**config.mk**
```make
export PLATFORM = sky130hd
export DESIGN_NAME = bchc_top
export DESIGN_NICKNAME = d
export VERILOG_FILES = /design/src/hw/bchc_pkg.sv /design/src/hw/bchc_gate.sv /design/src/hw/bchc_top.sv
export SDC_FILE = /design/constraint.sdc
export NUM_CORES = 1
export LEC_CHECK = 0
export ABC_AREA = 1
export BUFFER_PORTS_ARGS = -buffer_cell sky130_fd_sc_hd__buf_4
export CAP_MARGIN = 20
export CORE_MARGIN = 3
export CORE_UTILIZATION = 34
export CTS_CLUSTER_DIAMETER = 80
export CTS_CLUSTER_SIZE = 10
export DETAILED_ROUTE_END_ITERATION = 6
export PLACE_DENSITY_LB_ADDON = 0.3
export SLEW_MARGIN = 20
export SYNTH_ARGS = -nofsm -noshare
export SYNTH_HDL_FRONTEND = slang
export SYNTH_SLANG_ARGS = --single-unit
```
**constraint.sdc**
```tcl
create_clock -name i_clock -period 1.5 [get_ports i_clock]
set_input_delay 0 -clock i_clock [delete_from_list [all_inputs] [get_ports i_clock]]
set_output_delay 0 -clock i_clock [all_outputs]
set_load 0.01 [all_outputs]
```
**src/hw/bchc_pkg.sv**
```systemverilog
// Constants and types for the bridge configuration identity and command block
package bchc_pkg;

  // Register byte offsets
  localparam logic [7:0]  CFG_ID_OFFSET    = 8'h00;
  localparam logic [7:0]  CFG_CMD_OFFSET   = 8'h04;

  // Command field positions
  localparam int          CMD_IO_BIT       = 0;
  localparam int          CMD_MEM_BIT      = 1;
  localparam int          CMD_MASTER_BIT   = 2;
  localparam int          CMD_SPECIAL_BIT  = 3;

  // Identification word layout
  localparam int          ID_MAKER_LSB     = 0;
  localparam int          ID_PART_LSB      = 16;

  // Reset values
  localparam logic [2:0]  CMD_RESET        = 3'h0;
  localparam logic [31:0] RDATA_RESET      = 32'h0000_0000;

  typedef struct packed {
    logic [2:0]  cmd;
    logic        ack;
    logic [31:0] rdata;
  } bchc_cfg_s;

  typedef struct packed {
    logic io_claim;
    logic mem_claim;
    logic sec_claim;
    logic fwd_start;
  } bchc_gate_s;

endpackage

```
**src/hw/bchc_gate.sv**
```systemverilog
// Transaction claim and forwarding gates driven by the command enables
`timescale 1ns/10ps
module bchc_gate
  import bchc_pkg::*;
(
  // Clock and reset
  input  wire logic i_clock,
  input  wire logic i_reset,
  // Command enables
  input  wire logic i_io_en,
  input  wire logic i_mem_en,
  input  wire logic i_master_en,
  // Decoded bus hits
  input  wire logic i_io_hit,
  input  wire logic i_mem_hit,
  input  wire logic i_sec_hit,
  input  wire logic i_fwd_req,
  // Gated results
  output logic      o_io_claim,
  output logic      o_mem_claim,
  output logic      o_sec_claim,
  output logic      o_fwd_start
);

  bchc_gate_s state_ff;
  bchc_gate_s nxt_state;

  always_comb begin
    nxt_state           = state_ff;
    nxt_state.io_claim  = i_io_hit && i_io_en;
    nxt_state.mem_claim = i_mem_hit && i_mem_en;
    // Secondary response and primary mastering share one enable
    nxt_state.sec_claim = i_sec_hit && i_master_en;
    nxt_state.fwd_start = i_fwd_req && i_master_en;
  end

  always_ff @(posedge i_clock or posedge i_reset) begin
    if (i_reset) begin
      state_ff <= '0;
    end else begin
      state_ff <= nxt_state;
    end
  end

  assign o_io_claim  = state_ff.io_claim;
  assign o_mem_claim = state_ff.mem_claim;
  assign o_sec_claim = state_ff.sec_claim;
  assign o_fwd_start = state_ff.fwd_start;

endmodule

```
**src/hw/bchc_top.sv**
```systemverilog
// Identification word, primary command register and the claim gates they steer
`timescale 1ns/10ps
module bchc_top
  import bchc_pkg::*;
#(
  // Arbitrary neutral identity values
  parameter logic [15:0] P_MAKER_ID = 16'h1A2B,
  parameter logic [15:0] P_PART_ID  = 16'h3C4D
)
(
  // Clock and reset
  input  wire logic        i_clock,
  input  wire logic        i_reset,
  // Configuration access
  input  wire logic        i_cfg_valid,
  input  wire logic        i_cfg_write,
  input  wire logic [7:0]  i_cfg_addr,
  input  wire logic [31:0] i_cfg_wdata,
  input  wire logic [3:0]  i_cfg_byte_en,
  output logic             o_cfg_ack,
  output logic [31:0]      o_cfg_rdata,
  // Decoded bus hits
  input  wire logic        i_io_hit,
  input  wire logic        i_mem_hit,
  input  wire logic        i_sec_hit,
  input  wire logic        i_fwd_req,
  // Gated results
  output logic             o_io_claim,
  output logic             o_mem_claim,
  output logic             o_sec_claim,
  output logic             o_fwd_start,
  // Command state
  output logic             o_io_en,
  output logic             o_mem_en,
  output logic             o_master_en
);

  bchc_cfg_s state_ff;
  bchc_cfg_s nxt_state;

  // Word match ignoring the byte lane bits
  function automatic logic is_word(input logic [7:0] addr, input logic [7:0] off);
    is_word = (addr[7:2] == off[7:2]);
  endfunction

  logic id_hit;
  logic cmd_hit;
  assign id_hit  = is_word(i_cfg_addr, CFG_ID_OFFSET);
  assign cmd_hit = is_word(i_cfg_addr, CFG_CMD_OFFSET);

  always_comb begin
    nxt_state       = state_ff;
    nxt_state.ack   = i_cfg_valid;
    nxt_state.rdata = RDATA_RESET;
    if (i_cfg_valid && !i_cfg_write) begin
      if (id_hit) begin
        nxt_state.rdata[ID_MAKER_LSB +: 16] = P_MAKER_ID;
        nxt_state.rdata[ID_PART_LSB +: 16]  = P_PART_ID;
      end else if (cmd_hit) begin
        // Special cycle bit left at zero; status half not modelled here
        nxt_state.rdata[2:0] = state_ff.cmd;
      end
    end
    // Identity word has no storage, so writes there fall through
    if (i_cfg_valid && i_cfg_write && cmd_hit && i_cfg_byte_en[0]) begin
      nxt_state.cmd[CMD_IO_BIT]     = i_cfg_wdata[CMD_IO_BIT];
      nxt_state.cmd[CMD_MEM_BIT]    = i_cfg_wdata[CMD_MEM_BIT];
      nxt_state.cmd[CMD_MASTER_BIT] = i_cfg_wdata[CMD_MASTER_BIT];
      // Written special cycle bit is dropped: nothing here acts on it
    end
  end

  always_ff @(posedge i_clock or posedge i_reset) begin
    if (i_reset) begin
      state_ff.cmd   <= CMD_RESET;
      state_ff.ack   <= 1'b0;
      state_ff.rdata <= RDATA_RESET;
    end else begin
      state_ff <= nxt_state;
    end
  end

  assign o_cfg_ack   = state_ff.ack;
  assign o_cfg_rdata = state_ff.rdata;
  assign o_io_en     = state_ff.cmd[CMD_IO_BIT];
  assign o_mem_en    = state_ff.cmd[CMD_MEM_BIT];
  assign o_master_en = state_ff.cmd[CMD_MASTER_BIT];

  bchc_gate u_gate (
    .i_clock     (i_clock),
    .i_reset     (i_reset),
    .i_io_en     (state_ff.cmd[CMD_IO_BIT]),
    .i_mem_en    (state_ff.cmd[CMD_MEM_BIT]),
    .i_master_en (state_ff.cmd[CMD_MASTER_BIT]),
    .i_io_hit    (i_io_hit),
    .i_mem_hit   (i_mem_hit),
    .i_sec_hit   (i_sec_hit),
    .i_fwd_req   (i_fwd_req),
    .o_io_claim  (o_io_claim),
    .o_mem_claim (o_mem_claim),
    .o_sec_claim (o_sec_claim),
    .o_fwd_start (o_fwd_start)
  );

  // Checks
  logic id_read;
  logic cmd_read;
  logic cmd_write;
  logic id_write;
  assign id_read   = i_cfg_valid && !i_cfg_write && id_hit;
  assign cmd_read  = i_cfg_valid && !i_cfg_write && cmd_hit;
  assign cmd_write = i_cfg_valid && i_cfg_write && cmd_hit && i_cfg_byte_en[0];
  assign id_write  = i_cfg_valid && i_cfg_write && id_hit;

  AST_MAKER_ID: assert property (
    @(posedge i_clock) disable iff (i_reset)
    id_read |=> o_cfg_ack && (o_cfg_rdata[15:0] == P_MAKER_ID))
    else $error("maker code wrong on identity read");

  AST_PART_ID: assert property (
    @(posedge i_clock) disable iff (i_reset)
    id_read |=> o_cfg_ack && (o_cfg_rdata[31:16] == P_PART_ID))
    else $error("part code wrong on identity read");

  AST_ID_WRITE_IGNORED: assert property (
    @(posedge i_clock) disable iff (i_reset)
    id_write ##[1:4] id_read |=> (o_cfg_rdata == {P_PART_ID, P_MAKER_ID}))
    else $error("identity word changed after a write");

  AST_IO_GATE: assert property (
    @(posedge i_clock) disable iff (i_reset)
    o_io_claim |-> $past(i_io_hit) && $past(o_io_en))
    else $error("I/O claimed without enable and hit");

  AST_MEM_GATE: assert property (
    @(posedge i_clock) disable iff (i_reset)
    (i_mem_hit && o_mem_en) |=> o_mem_claim)
    else $error("enabled memory hit not claimed");

  AST_MEM_OFF: assert property (
    @(posedge i_clock) disable iff (i_reset)
    !o_mem_en |=> !o_mem_claim)
    else $error("memory claimed while disabled");

  AST_MASTER_OFF: assert property (
    @(posedge i_clock) disable iff (i_reset)
    !o_master_en |=> !o_fwd_start && !o_sec_claim)
    else $error("master activity while master enable is 0");

  AST_MASTER_ON: assert property (
    @(posedge i_clock) disable iff (i_reset)
    (o_master_en && i_fwd_req) |=> o_fwd_start)
    else $error("forward request not started while enabled");

  AST_CMD_WRITE: assert property (
    @(posedge i_clock) disable iff (i_reset)
    cmd_write |=> ({o_master_en, o_mem_en, o_io_en} == $past(i_cfg_wdata[2:0])))
    else $error("command enables did not take written value");

  AST_SPECIAL_ZERO: assert property (
    @(posedge i_clock) disable iff (i_reset)
    cmd_read |=> o_cfg_ack && (o_cfg_rdata[CMD_SPECIAL_BIT] == 1'b0) && (o_cfg_rdata[31:3] == '0))
    else $error("special cycle or unused command bits read nonzero");

  AST_SPECIAL_NO_EFFECT: assert property (
    @(posedge i_clock) disable iff (i_reset)
    (cmd_write && i_cfg_wdata[CMD_SPECIAL_BIT]) |=> ({o_master_en, o_mem_en, o_io_en} == $past(i_cfg_wdata[2:0])))
    else $error("special cycle write disturbed other enables");

  AST_ACK_ONE: assert property (
    @(posedge i_clock) disable iff (i_reset)
    !i_cfg_valid |=> !o_cfg_ack)
    else $error("acknowledge without request");

  AST_ACK_EVERY: assert property (
    @(posedge i_clock) disable iff (i_reset)
    i_cfg_valid |=> o_cfg_ack)
    else $error("request not acknowledged in the next cycle");

  AST_RDATA_QUIET: assert property (
    @(posedge i_clock) disable iff (i_reset)
    !(i_cfg_valid && !i_cfg_write) |=> (o_cfg_rdata == '0))
    else $error("read data nonzero outside a read answer");

  AST_UNMAPPED_ZERO: assert property (
    @(posedge i_clock) disable iff (i_reset)
    (i_cfg_valid && !i_cfg_write && !id_hit && !cmd_hit) |=> o_cfg_ack && (o_cfg_rdata == '0))
    else $error("unmapped word read nonzero");

  AST_IO_ON: assert property (
    @(posedge i_clock) disable iff (i_reset)
    (i_io_hit && o_io_en) |=> o_io_claim)
    else $error("enabled I/O hit not claimed");

  AST_IO_OFF: assert property (
    @(posedge i_clock) disable iff (i_reset)
    !o_io_en |=> !o_io_claim)
    else $error("I/O claimed while disabled");

  AST_MEM_NO_HIT: assert property (
    @(posedge i_clock) disable iff (i_reset)
    !i_mem_hit |=> !o_mem_claim)
    else $error("memory claimed without a hit");

  AST_SEC_ON: assert property (
    @(posedge i_clock) disable iff (i_reset)
    (o_master_en && i_sec_hit) |=> o_sec_claim)
    else $error("secondary hit not claimed while master enabled");

  AST_FWD_NO_REQ: assert property (
    @(posedge i_clock) disable iff (i_reset)
    !i_fwd_req |=> !o_fwd_start)
    else $error("forward started without a request");

  AST_CMD_HOLD: assert property (
    @(posedge i_clock) disable iff (i_reset)
    !cmd_write |=> $stable({o_master_en, o_mem_en, o_io_en}))
    else $error("command enables changed without a command write");

  AST_LANE_OFF: assert property (
    @(posedge i_clock) disable iff (i_reset)
    (i_cfg_valid && i_cfg_write && cmd_hit && !i_cfg_byte_en[0]) |=> $stable({o_master_en, o_mem_en, o_io_en}))
    else $error("command write with lane 0 off changed the enables");

  COV_IO_CLAIM: cover property (@(posedge i_clock) disable iff (i_reset) o_io_claim);
  COV_MEM_CLAIM: cover property (@(posedge i_clock) disable iff (i_reset) o_mem_claim);
  COV_FWD: cover property (@(posedge i_clock) disable iff (i_reset) cmd_write ##1 o_master_en ##[1:4] o_fwd_start);
  COV_ID_READ: cover property (@(posedge i_clock) disable iff (i_reset) id_read ##1 o_cfg_ack);

endmodule

```
==> metrics.csv, run 1 <==
stage,metric,value,unit
worst_setup_path,worstSetupEndpointType,primary output,
synthesis,yosysTopAreaCell,dfrtp_1,
drt,met2_length,764,microns
worst_setup_path,worstRegToRegCells,2,
worst_setup_path,cp_cell_sequence,buf_4,
floorplanning,die_h,52.6,microns
worst_hold_path,hp-class,input port to register,
global_routing,gr-total-overflow,0,
finish,fill_cells,197,
synthesis,synth.area.top_cells,"dfrtp_1, buf_4, nand2_1, nor2_4, inv_1",
worst_hold_path,holdPathEnd,o_cfg_rdata[2],
flow_run,max-cap-violations,0,
drt,wl_met3,144,microns
drt,routed_wl,1360,microns
placed_design,dpl_worst_slack,0.768,ns
worst_setup_path,cp.depth,1,
cts,root_buffer,clkbuf_4,
worst_setup_path,r2r_end,o_cfg_rdata[0],
floorplanning,die_x,52.6,microns
global_routing,grt_pass1_vias,520,
placed_design,numPortBuffers,41,
cts,cts_tree,built,
worst_hold_path,min_from,i_cfg_addr[6],
sta,setup_viol_count_final,0,
synthesis,synth.top_cell.area_share,0.407,
drt,vias,573,
cts,htreeDepth,1,
sta,layout_min_cycle_time,1.00,ns
floorplanning,initial_core_util,0.369,
global_routing,grt_max_degree,14,
placed_design,placed_cell_area,926,sq um
pwr,powerDensity,679,nW/um^2
floorplanning,num_io_pins,92,
pwr,peakVddDrop,0.339,mV
worst_setup_path,crit_start,o_cfg_rdata[28],
drt,remaining_drc_errors,0,
floorplanning,dieArea,2770,sq um
sta,setup_tns,0,ns
synthesis,syn_area_per_cell,8.79,sq um
worst_hold_path,whs_path_depth,4,
worst_setup_path,critical_path_buf_inv_count,1,
worst_setup_path,r2r_setup_slack,0.81,ns
worst_setup_path,cp.arrival,1.00,ns
sta,setup_slack,0.499,ns
worst_setup_path,cp_top_family,flip-flops,
worst_setup_path,rr_startpoint,o_io_en,
drt,drt-met1-wl,438,microns
sta,drv_slew,0,
cts,clk_pin_slew_worst_paths,0.07,ns
pwr,p_leak,0.000624,uW
synthesis,yosysWarnings,0,
finish,finalInstanceArea,1060,sq um
finish,drive_gt1_frac,0.452,
synthesis,ys_seq_elements,12,
floorplanning,fp.coreArea,2000,sq um
finish,num-nets-final,179,
cts,insertion_delay,0.27,ns
global_routing,grt_usage,0.101,
placed_design,hpwl,1080,microns
worst_setup_path,critPathSlowestCell,dfrtp_1,
synthesis,synth_area,738,sq um
sta,max_freq,0.999,GHz
sta,period_share,0.667,
global_routing,antenna_found_initial,0,
sta,rsz0062_at_grt,false,
sta,final_hold_viol_count,0,
worst_setup_path,critPathMaxFanout,13,
synthesis,synthesis.instances,84,
worst_setup_path,cp-start-kind,register,
cts,cts.path.max_buffers,2,
placed_design,gp_congestion,0.690,
drt,wl_per_cell,8.92,microns
finish,antennaDiodeCount,0,
worst_setup_path,slowest_delay,0.55,ns
drt,drt-initial-drc-count,4,
status,status,finished clean,
drt,final_antenna_net_count,0,
drt,drt-pass1-iter-count,3,
sta,holdWs,0.0382,ns
floorplanning,rows,16,
cts,numCtsBuffers,3,
finish,area_growth,43.9,%
global_routing,grt_pass1_wl,2010,microns
worst_setup_path,cp.required,1.50,ns
cts,cts_sinks,12,
drt,via_per_inst,3.75,
synthesis,synth_cell_type_count,14,
worst_setup_path,path_class,register to primary output,
sta,clock_skew,0.00849,ns
drt,highest_layer,met4,
synthesis,synth_seq_area_share,0.407,
-- power by group --
group / internal (uW) / switching (uW)
combinational: 65.2 / 64.6
clock: 147 / 106
sequential: 331 / 6.14
-- routing by layer --
metal | vias up | GRT usage
li1 | 290 | -
met1 | 244 | 0.106
met2 | 37 | 0.190
met3 | 2 | 0.0171
met4 | 0 | 0.0511
met5 | - | 0
-- synthesized netlist by cell type (all sizes together) --
| master | instances |
|---|---|
| dfrtp | 12 |
| conb | 1 |
| buf | 28 |
| nand2 | 18 |
| o21ai | 2 |
| inv | 10 |
| nor2 | 8 |
| nand3 | 4 |
| nand4 | 1 |
-- timing repair --
item | 4_1_cts | 5_1_grt
setup buffers | 0 | 0
resized for setup | 0 | 0
endpoints found under the hold margin | 21 | 0
hold buffers | 10 | 0
-- registers in the layout, indices dropped and copies added (netlist names) --
signal and flops:
u_gate.o_mem_claim 1, o_cfg_ack 1, u_gate.o_io_claim 1, u_gate.o_fwd_start 1
o_mem_en 1, u_gate.o_sec_claim 1, o_cfg_rdata 4, o_io_en 1
o_master_en 1
-- cells in the final DEF, fill, tap and decap left out, types with 4 or more instances in the layout --
cell	netlist	layout
dfrtp_1	12	12
inv_1	9	9
buf_4	28	41
nand2_1	15	15
nor2_4	4	4
conb_1	1	16
dlygate4sd3_1	0	10
-- tightest hold or removal path, stage by stage --
cell     delay [ns]
buf_4          0.09
nor2_4         0.04
nand2_2        0.09
nor2_1         0.05
-- layout make-up --
cell class | instances | area, sq um | share of cell area
clock buffers | 4 | 36.3 | 0.0342
inverters | 10 | 37.5 | 0.0353
multi-input cells | 49 | 246 | 0.232
flip-flops and latches | 12 | 300 | 0.283
well taps | 27 | 33.8 | 0.0318
repair buffers | 51 | 408 | 0.384
-- logic make-up (layout without fill, tap and decap cells) --
logic type	after synthesis	after routing	share of synthesized area
other cells	1	16	0.00508
flops	12	12	0.407
simple gates	31	31	0.229
compound gates	2	2	0.0237
buf+inv	38	65	0.336
-- metrics by stage --
| stage | power [uW] | std cells | utilization |
|---|---|---|---|
| 4_1_cts | 720 | 153 | 0.531 |
| 5_1_grt | 766 | 153 | 0.531 |
| 2_1_floorplan | 428 | 99 | - |
| 3_5_place_dp | 453 | 139 | 0.463 |
| 3_3_place_gp | 451 | 139 | 0.463 |
| 6_report | 721 | 153 | 0.531 |
-- worst max-delay path by stage --
stage	to	slack, ns
global placement	o_master_en	0.80
floorplan	o_cfg_rdata[11]	0.78
global route	o_cfg_rdata[28]	0.41
CTS	o_cfg_rdata[28]	0.47
finish	o_cfg_rdata[28]	0.50
detailed placement	o_cfg_rdata[28]	0.77
Power figures use the tool's default switching activity.
==> run 2: changes to the inputs <==
--- a/config.mk
+++ b/config.mk
@@ -5,11 +5,11 @@
 export SDC_FILE = /design/constraint.sdc
 export NUM_CORES = 1
 export LEC_CHECK = 0
-export ABC_AREA = 1
+export ABC_AREA = 0
 export BUFFER_PORTS_ARGS = -buffer_cell sky130_fd_sc_hd__buf_4
 export CAP_MARGIN = 20
 export CORE_MARGIN = 3
-export CORE_UTILIZATION = 34
+export CORE_UTILIZATION = 30
 export CTS_CLUSTER_DIAMETER = 80
 export CTS_CLUSTER_SIZE = 10
 export DETAILED_ROUTE_END_ITERATION = 6
==> constraint.sdc (replaced) <==
create_clock -name i_clock -period 1 [get_ports i_clock]
set_input_delay 0 -clock i_clock [delete_from_list [all_inputs] [get_ports i_clock]]
set_output_delay 0 -clock i_clock [all_outputs]
set_load 0.01 [all_outputs]
==> run 2 against run 1 <==
Worst hold slack better by 0.032 ns. Largest cell class unchanged. Clock skew is 0.0065 ns lower. Sequential cell count stayed put. Wire length is 9.5% lower. Highest routed layer unchanged. Largest power group unchanged. Via count is 16% lower. Area after synthesis is 11% lower. Critical path depth stayed put. Critical path type unchanged. Synthesized cell count is 27% lower. Setup slack worse by 0.41 ns. Sequential share of layout area is 2.9 points higher. First-iteration DRC count is 25% higher. Total power is 32% higher.
==> metrics.csv, run 2 <==
stage,metric,value,unit
cts,clk_pin_slew_worst_paths,0.07,ns
placed_design,placed_cell_area,845,sq um
floorplanning,num_io_pins,92,
worst_setup_path,cp.depth,1,
worst_setup_path,rr_startpoint,o_master_en,
drt,vias,482,
worst_setup_path,critPathMaxFanout,13,
global_routing,antenna_found_initial,0,
drt,final_antenna_net_count,0,
status,status,finished clean,
finish,largest_reg_flops,4,
finish,num-nets-final,156,
worst_setup_path,crit_start,o_cfg_rdata[28],
synthesis,yosysTopAreaCell,dfrtp_1,
placed_design,dpl_worst_slack,-0.0451,ns
global_routing,grt_pass1_wl,1790,microns
cts,numCtsBuffers,3,
sta,setup_viol_count_final,0,
pwr,p_leak,0.000543,uW
worst_setup_path,cp.arrival,0.91,ns
synthesis,synth_seq_area_share,0.457,
sta,layout_min_cycle_time,0.910,ns
cts,htreeDepth,1,
finish,fill_cells,196,
synthesis,ys_seq_elements,12,
worst_setup_path,r2r_end,o_master_en,
worst_setup_path,cp-start-kind,register,
drt,drt-pass1-iter-count,2,
global_routing,gr-total-overflow,0,
flow_run,max-cap-violations,0,
drt,routed_wl,1230,microns
floorplanning,die_x,52.8,microns
finish,layout_common_cells,"buf_4, conb_1, dfrtp_1",
drt,remaining_drc_errors,0,
worst_hold_path,hp-class,input port to register,
worst_setup_path,critical_path_buf_inv_count,1,
floorplanning,die_h,52.8,microns
sta,rsz0062_at_grt,false,
pwr,powerDensity,981,nW/um^2
synthesis,synthTopCellsByCount,"buf_4, dfrtp_1, and2_1",
drt,drt-initial-drc-count,5,
worst_hold_path,min_from,i_cfg_write,
sta,max_freq,1.10,GHz
cts,root_buffer,clkbuf_4,
sta,setup_slack,0.0900,ns
synthesis,yosysMostFrequentCell,buf_4,
placed_design,gp_congestion,0.640,
worst_setup_path,worstRegToRegCells,1,
synthesis,synth_cell_type_count,13,
synthesis,synthesis.instances,61,
pwr,peakVddDrop,0.810,mV
finish,drive_gt1_frac,0.461,
worst_setup_path,slowest_delay,0.48,ns
sta,drv_slew,0,
synthesis,synth.top_cell.area_share,0.457,
worst_setup_path,endpoint,o_cfg_rdata[12],
cts,cts.path.max_buffers,2,
global_routing,grt_max_degree,14,
synthesis,synth.area.top_cells,"dfrtp_1, buf_4, mux2_1, and2_1, nor4b_4",
cts,cts_tree,built,
finish,antennaDiodeCount,0,
drt,wl_per_cell,9.57,microns
worst_setup_path,cp.required,1.00,ns
global_routing,grt_pass1_vias,396,
placed_design,numPortBuffers,41,
sta,final_hold_viol_count,0,
worst_setup_path,cp_top_family,flip-flops,
sta,period_share,0.910,
synthesis,synth_area,657,sq um
synthesis,syn_area_per_cell,10.8,sq um
floorplanning,rows,16,
floorplanning,fp.coreArea,2020,sq um
placed_design,hpwl,954,microns
worst_setup_path,worstSetupEndpointType,primary output,
worst_setup_path,critPathSlowestCell,dfrtp_2,
finish,area_growth,47.4,%
synthesis,synthArstFlopShare,1.00,
drt,via_per_inst,3.74,
global_routing,grt_usage,0.0907,
worst_setup_path,path_class,register to primary output,
floorplanning,dieArea,2790,sq um
finish,fin_util,0.479,
worst_setup_path,r2r_setup_slack,0.16,ns
sta,clock_skew,0.00196,ns
synthesis,yosysWarnings,0,
cts,cts_sinks,12,
finish,finalInstanceArea,968,sq um
cts,post_cts.repair.setup_buffers,0,
synthesis,synth_edf_count,0,
worst_setup_path,cp_cell_sequence,buf_4,
cts,insertion_delay,0.26,ns
synthesis,ys.flop_type,dfrtp_1,
floorplanning,initial_core_util,0.325,
finish,final_common_cell,buf_4,
==> run 2: cell count changes after synthesis, sizes merged, moves of 2 or more <==
| cell | previous run | this run |
|---|---|---|
| nand2 | 18 | 1 |
| mux2 | 0 | 3 |
| inv | 10 | 3 |
| a21oi | 0 | 2 |
| nor2 | 8 | 3 |
| and2 | 0 | 4 |
| o21ai | 2 | 0 |
| nand3 | 4 | 1 |
==> run 2: per-layer routing <==
layer	routed length [microns]	vias to the layer above	global-route usage
met3	227	2	0.0627
met2	596	43	0.147
li1	-	229	-
met4	5	0	0.0255
met5	0	-	0
met1	404	208	0.0939
==> run 2: kinds of logic (layout without fill, tap and decap cells) <==
group                  after synthesis  count (layout)  share of synthesized area
AOI/OAI and AO/OA                    2               2                     0.0152
muxes                                3               3                     0.0514
DFF                                 12              12                      0.457
buffers and inverters               31              57                      0.337
and+or+nand+nor                     12              12                      0.133
other                                1              16                    0.00571
==> run 2: where the power goes <==
| part | total [uW] | switching, uW | internal (uW) |
|---|---|---|---|
| Clock | 274 | 135 | 139 |
| Combinational | 170 | 74.7 | 94.9 |
| Sequential | 506 | 8.59 | 498 |
| Total | 950 | 219 | 731 |
==> run 2: stage by stage <==
stage	hold slack, ns	power, uW	std cells	TNS, ns
after floorplan	-0.135	619	76	0
after global placement	0.0373	652	116	-0.0799
after detailed placement	0.0320	653	116	-0.126
after CTS	0.0718	969	129	0
after global routing	0.0917	1030	129	0
final	0.0705	950	129	0
==> run 2: cell type report <==
class | count | area (sq um) | share of cell area
clock buffer | 3 | 22.5 | 0.0233
inverter | 3 | 11.3 | 0.0116
multi-input combinational | 33 | 191 | 0.198
sequential | 12 | 302 | 0.311
tap | 27 | 33.8 | 0.0349
timing repair buffer | 51 | 408 | 0.421
==> run 2: how the worst min path moves through the flow <==
stage,to,slack (ns),cells after the start
3_3_place_gp,o_cfg_rdata[2],0.04,2
5_1_grt,o_cfg_rdata[0],0.09,3
6_report,o_cfg_rdata[0],0.07,3
3_5_place_dp,o_cfg_rdata[2],0.03,2
2_1_floorplan,o_cfg_ack,-0.14,1
4_1_cts,o_cfg_rdata[28],0.07,3
==> run 2: what timing repair did <==
item                       CTS  global route
gates resized for setup      1             0
setup endpoints to repair   13             0
hold endpoints to repair    24             0
hold buffers                10             0
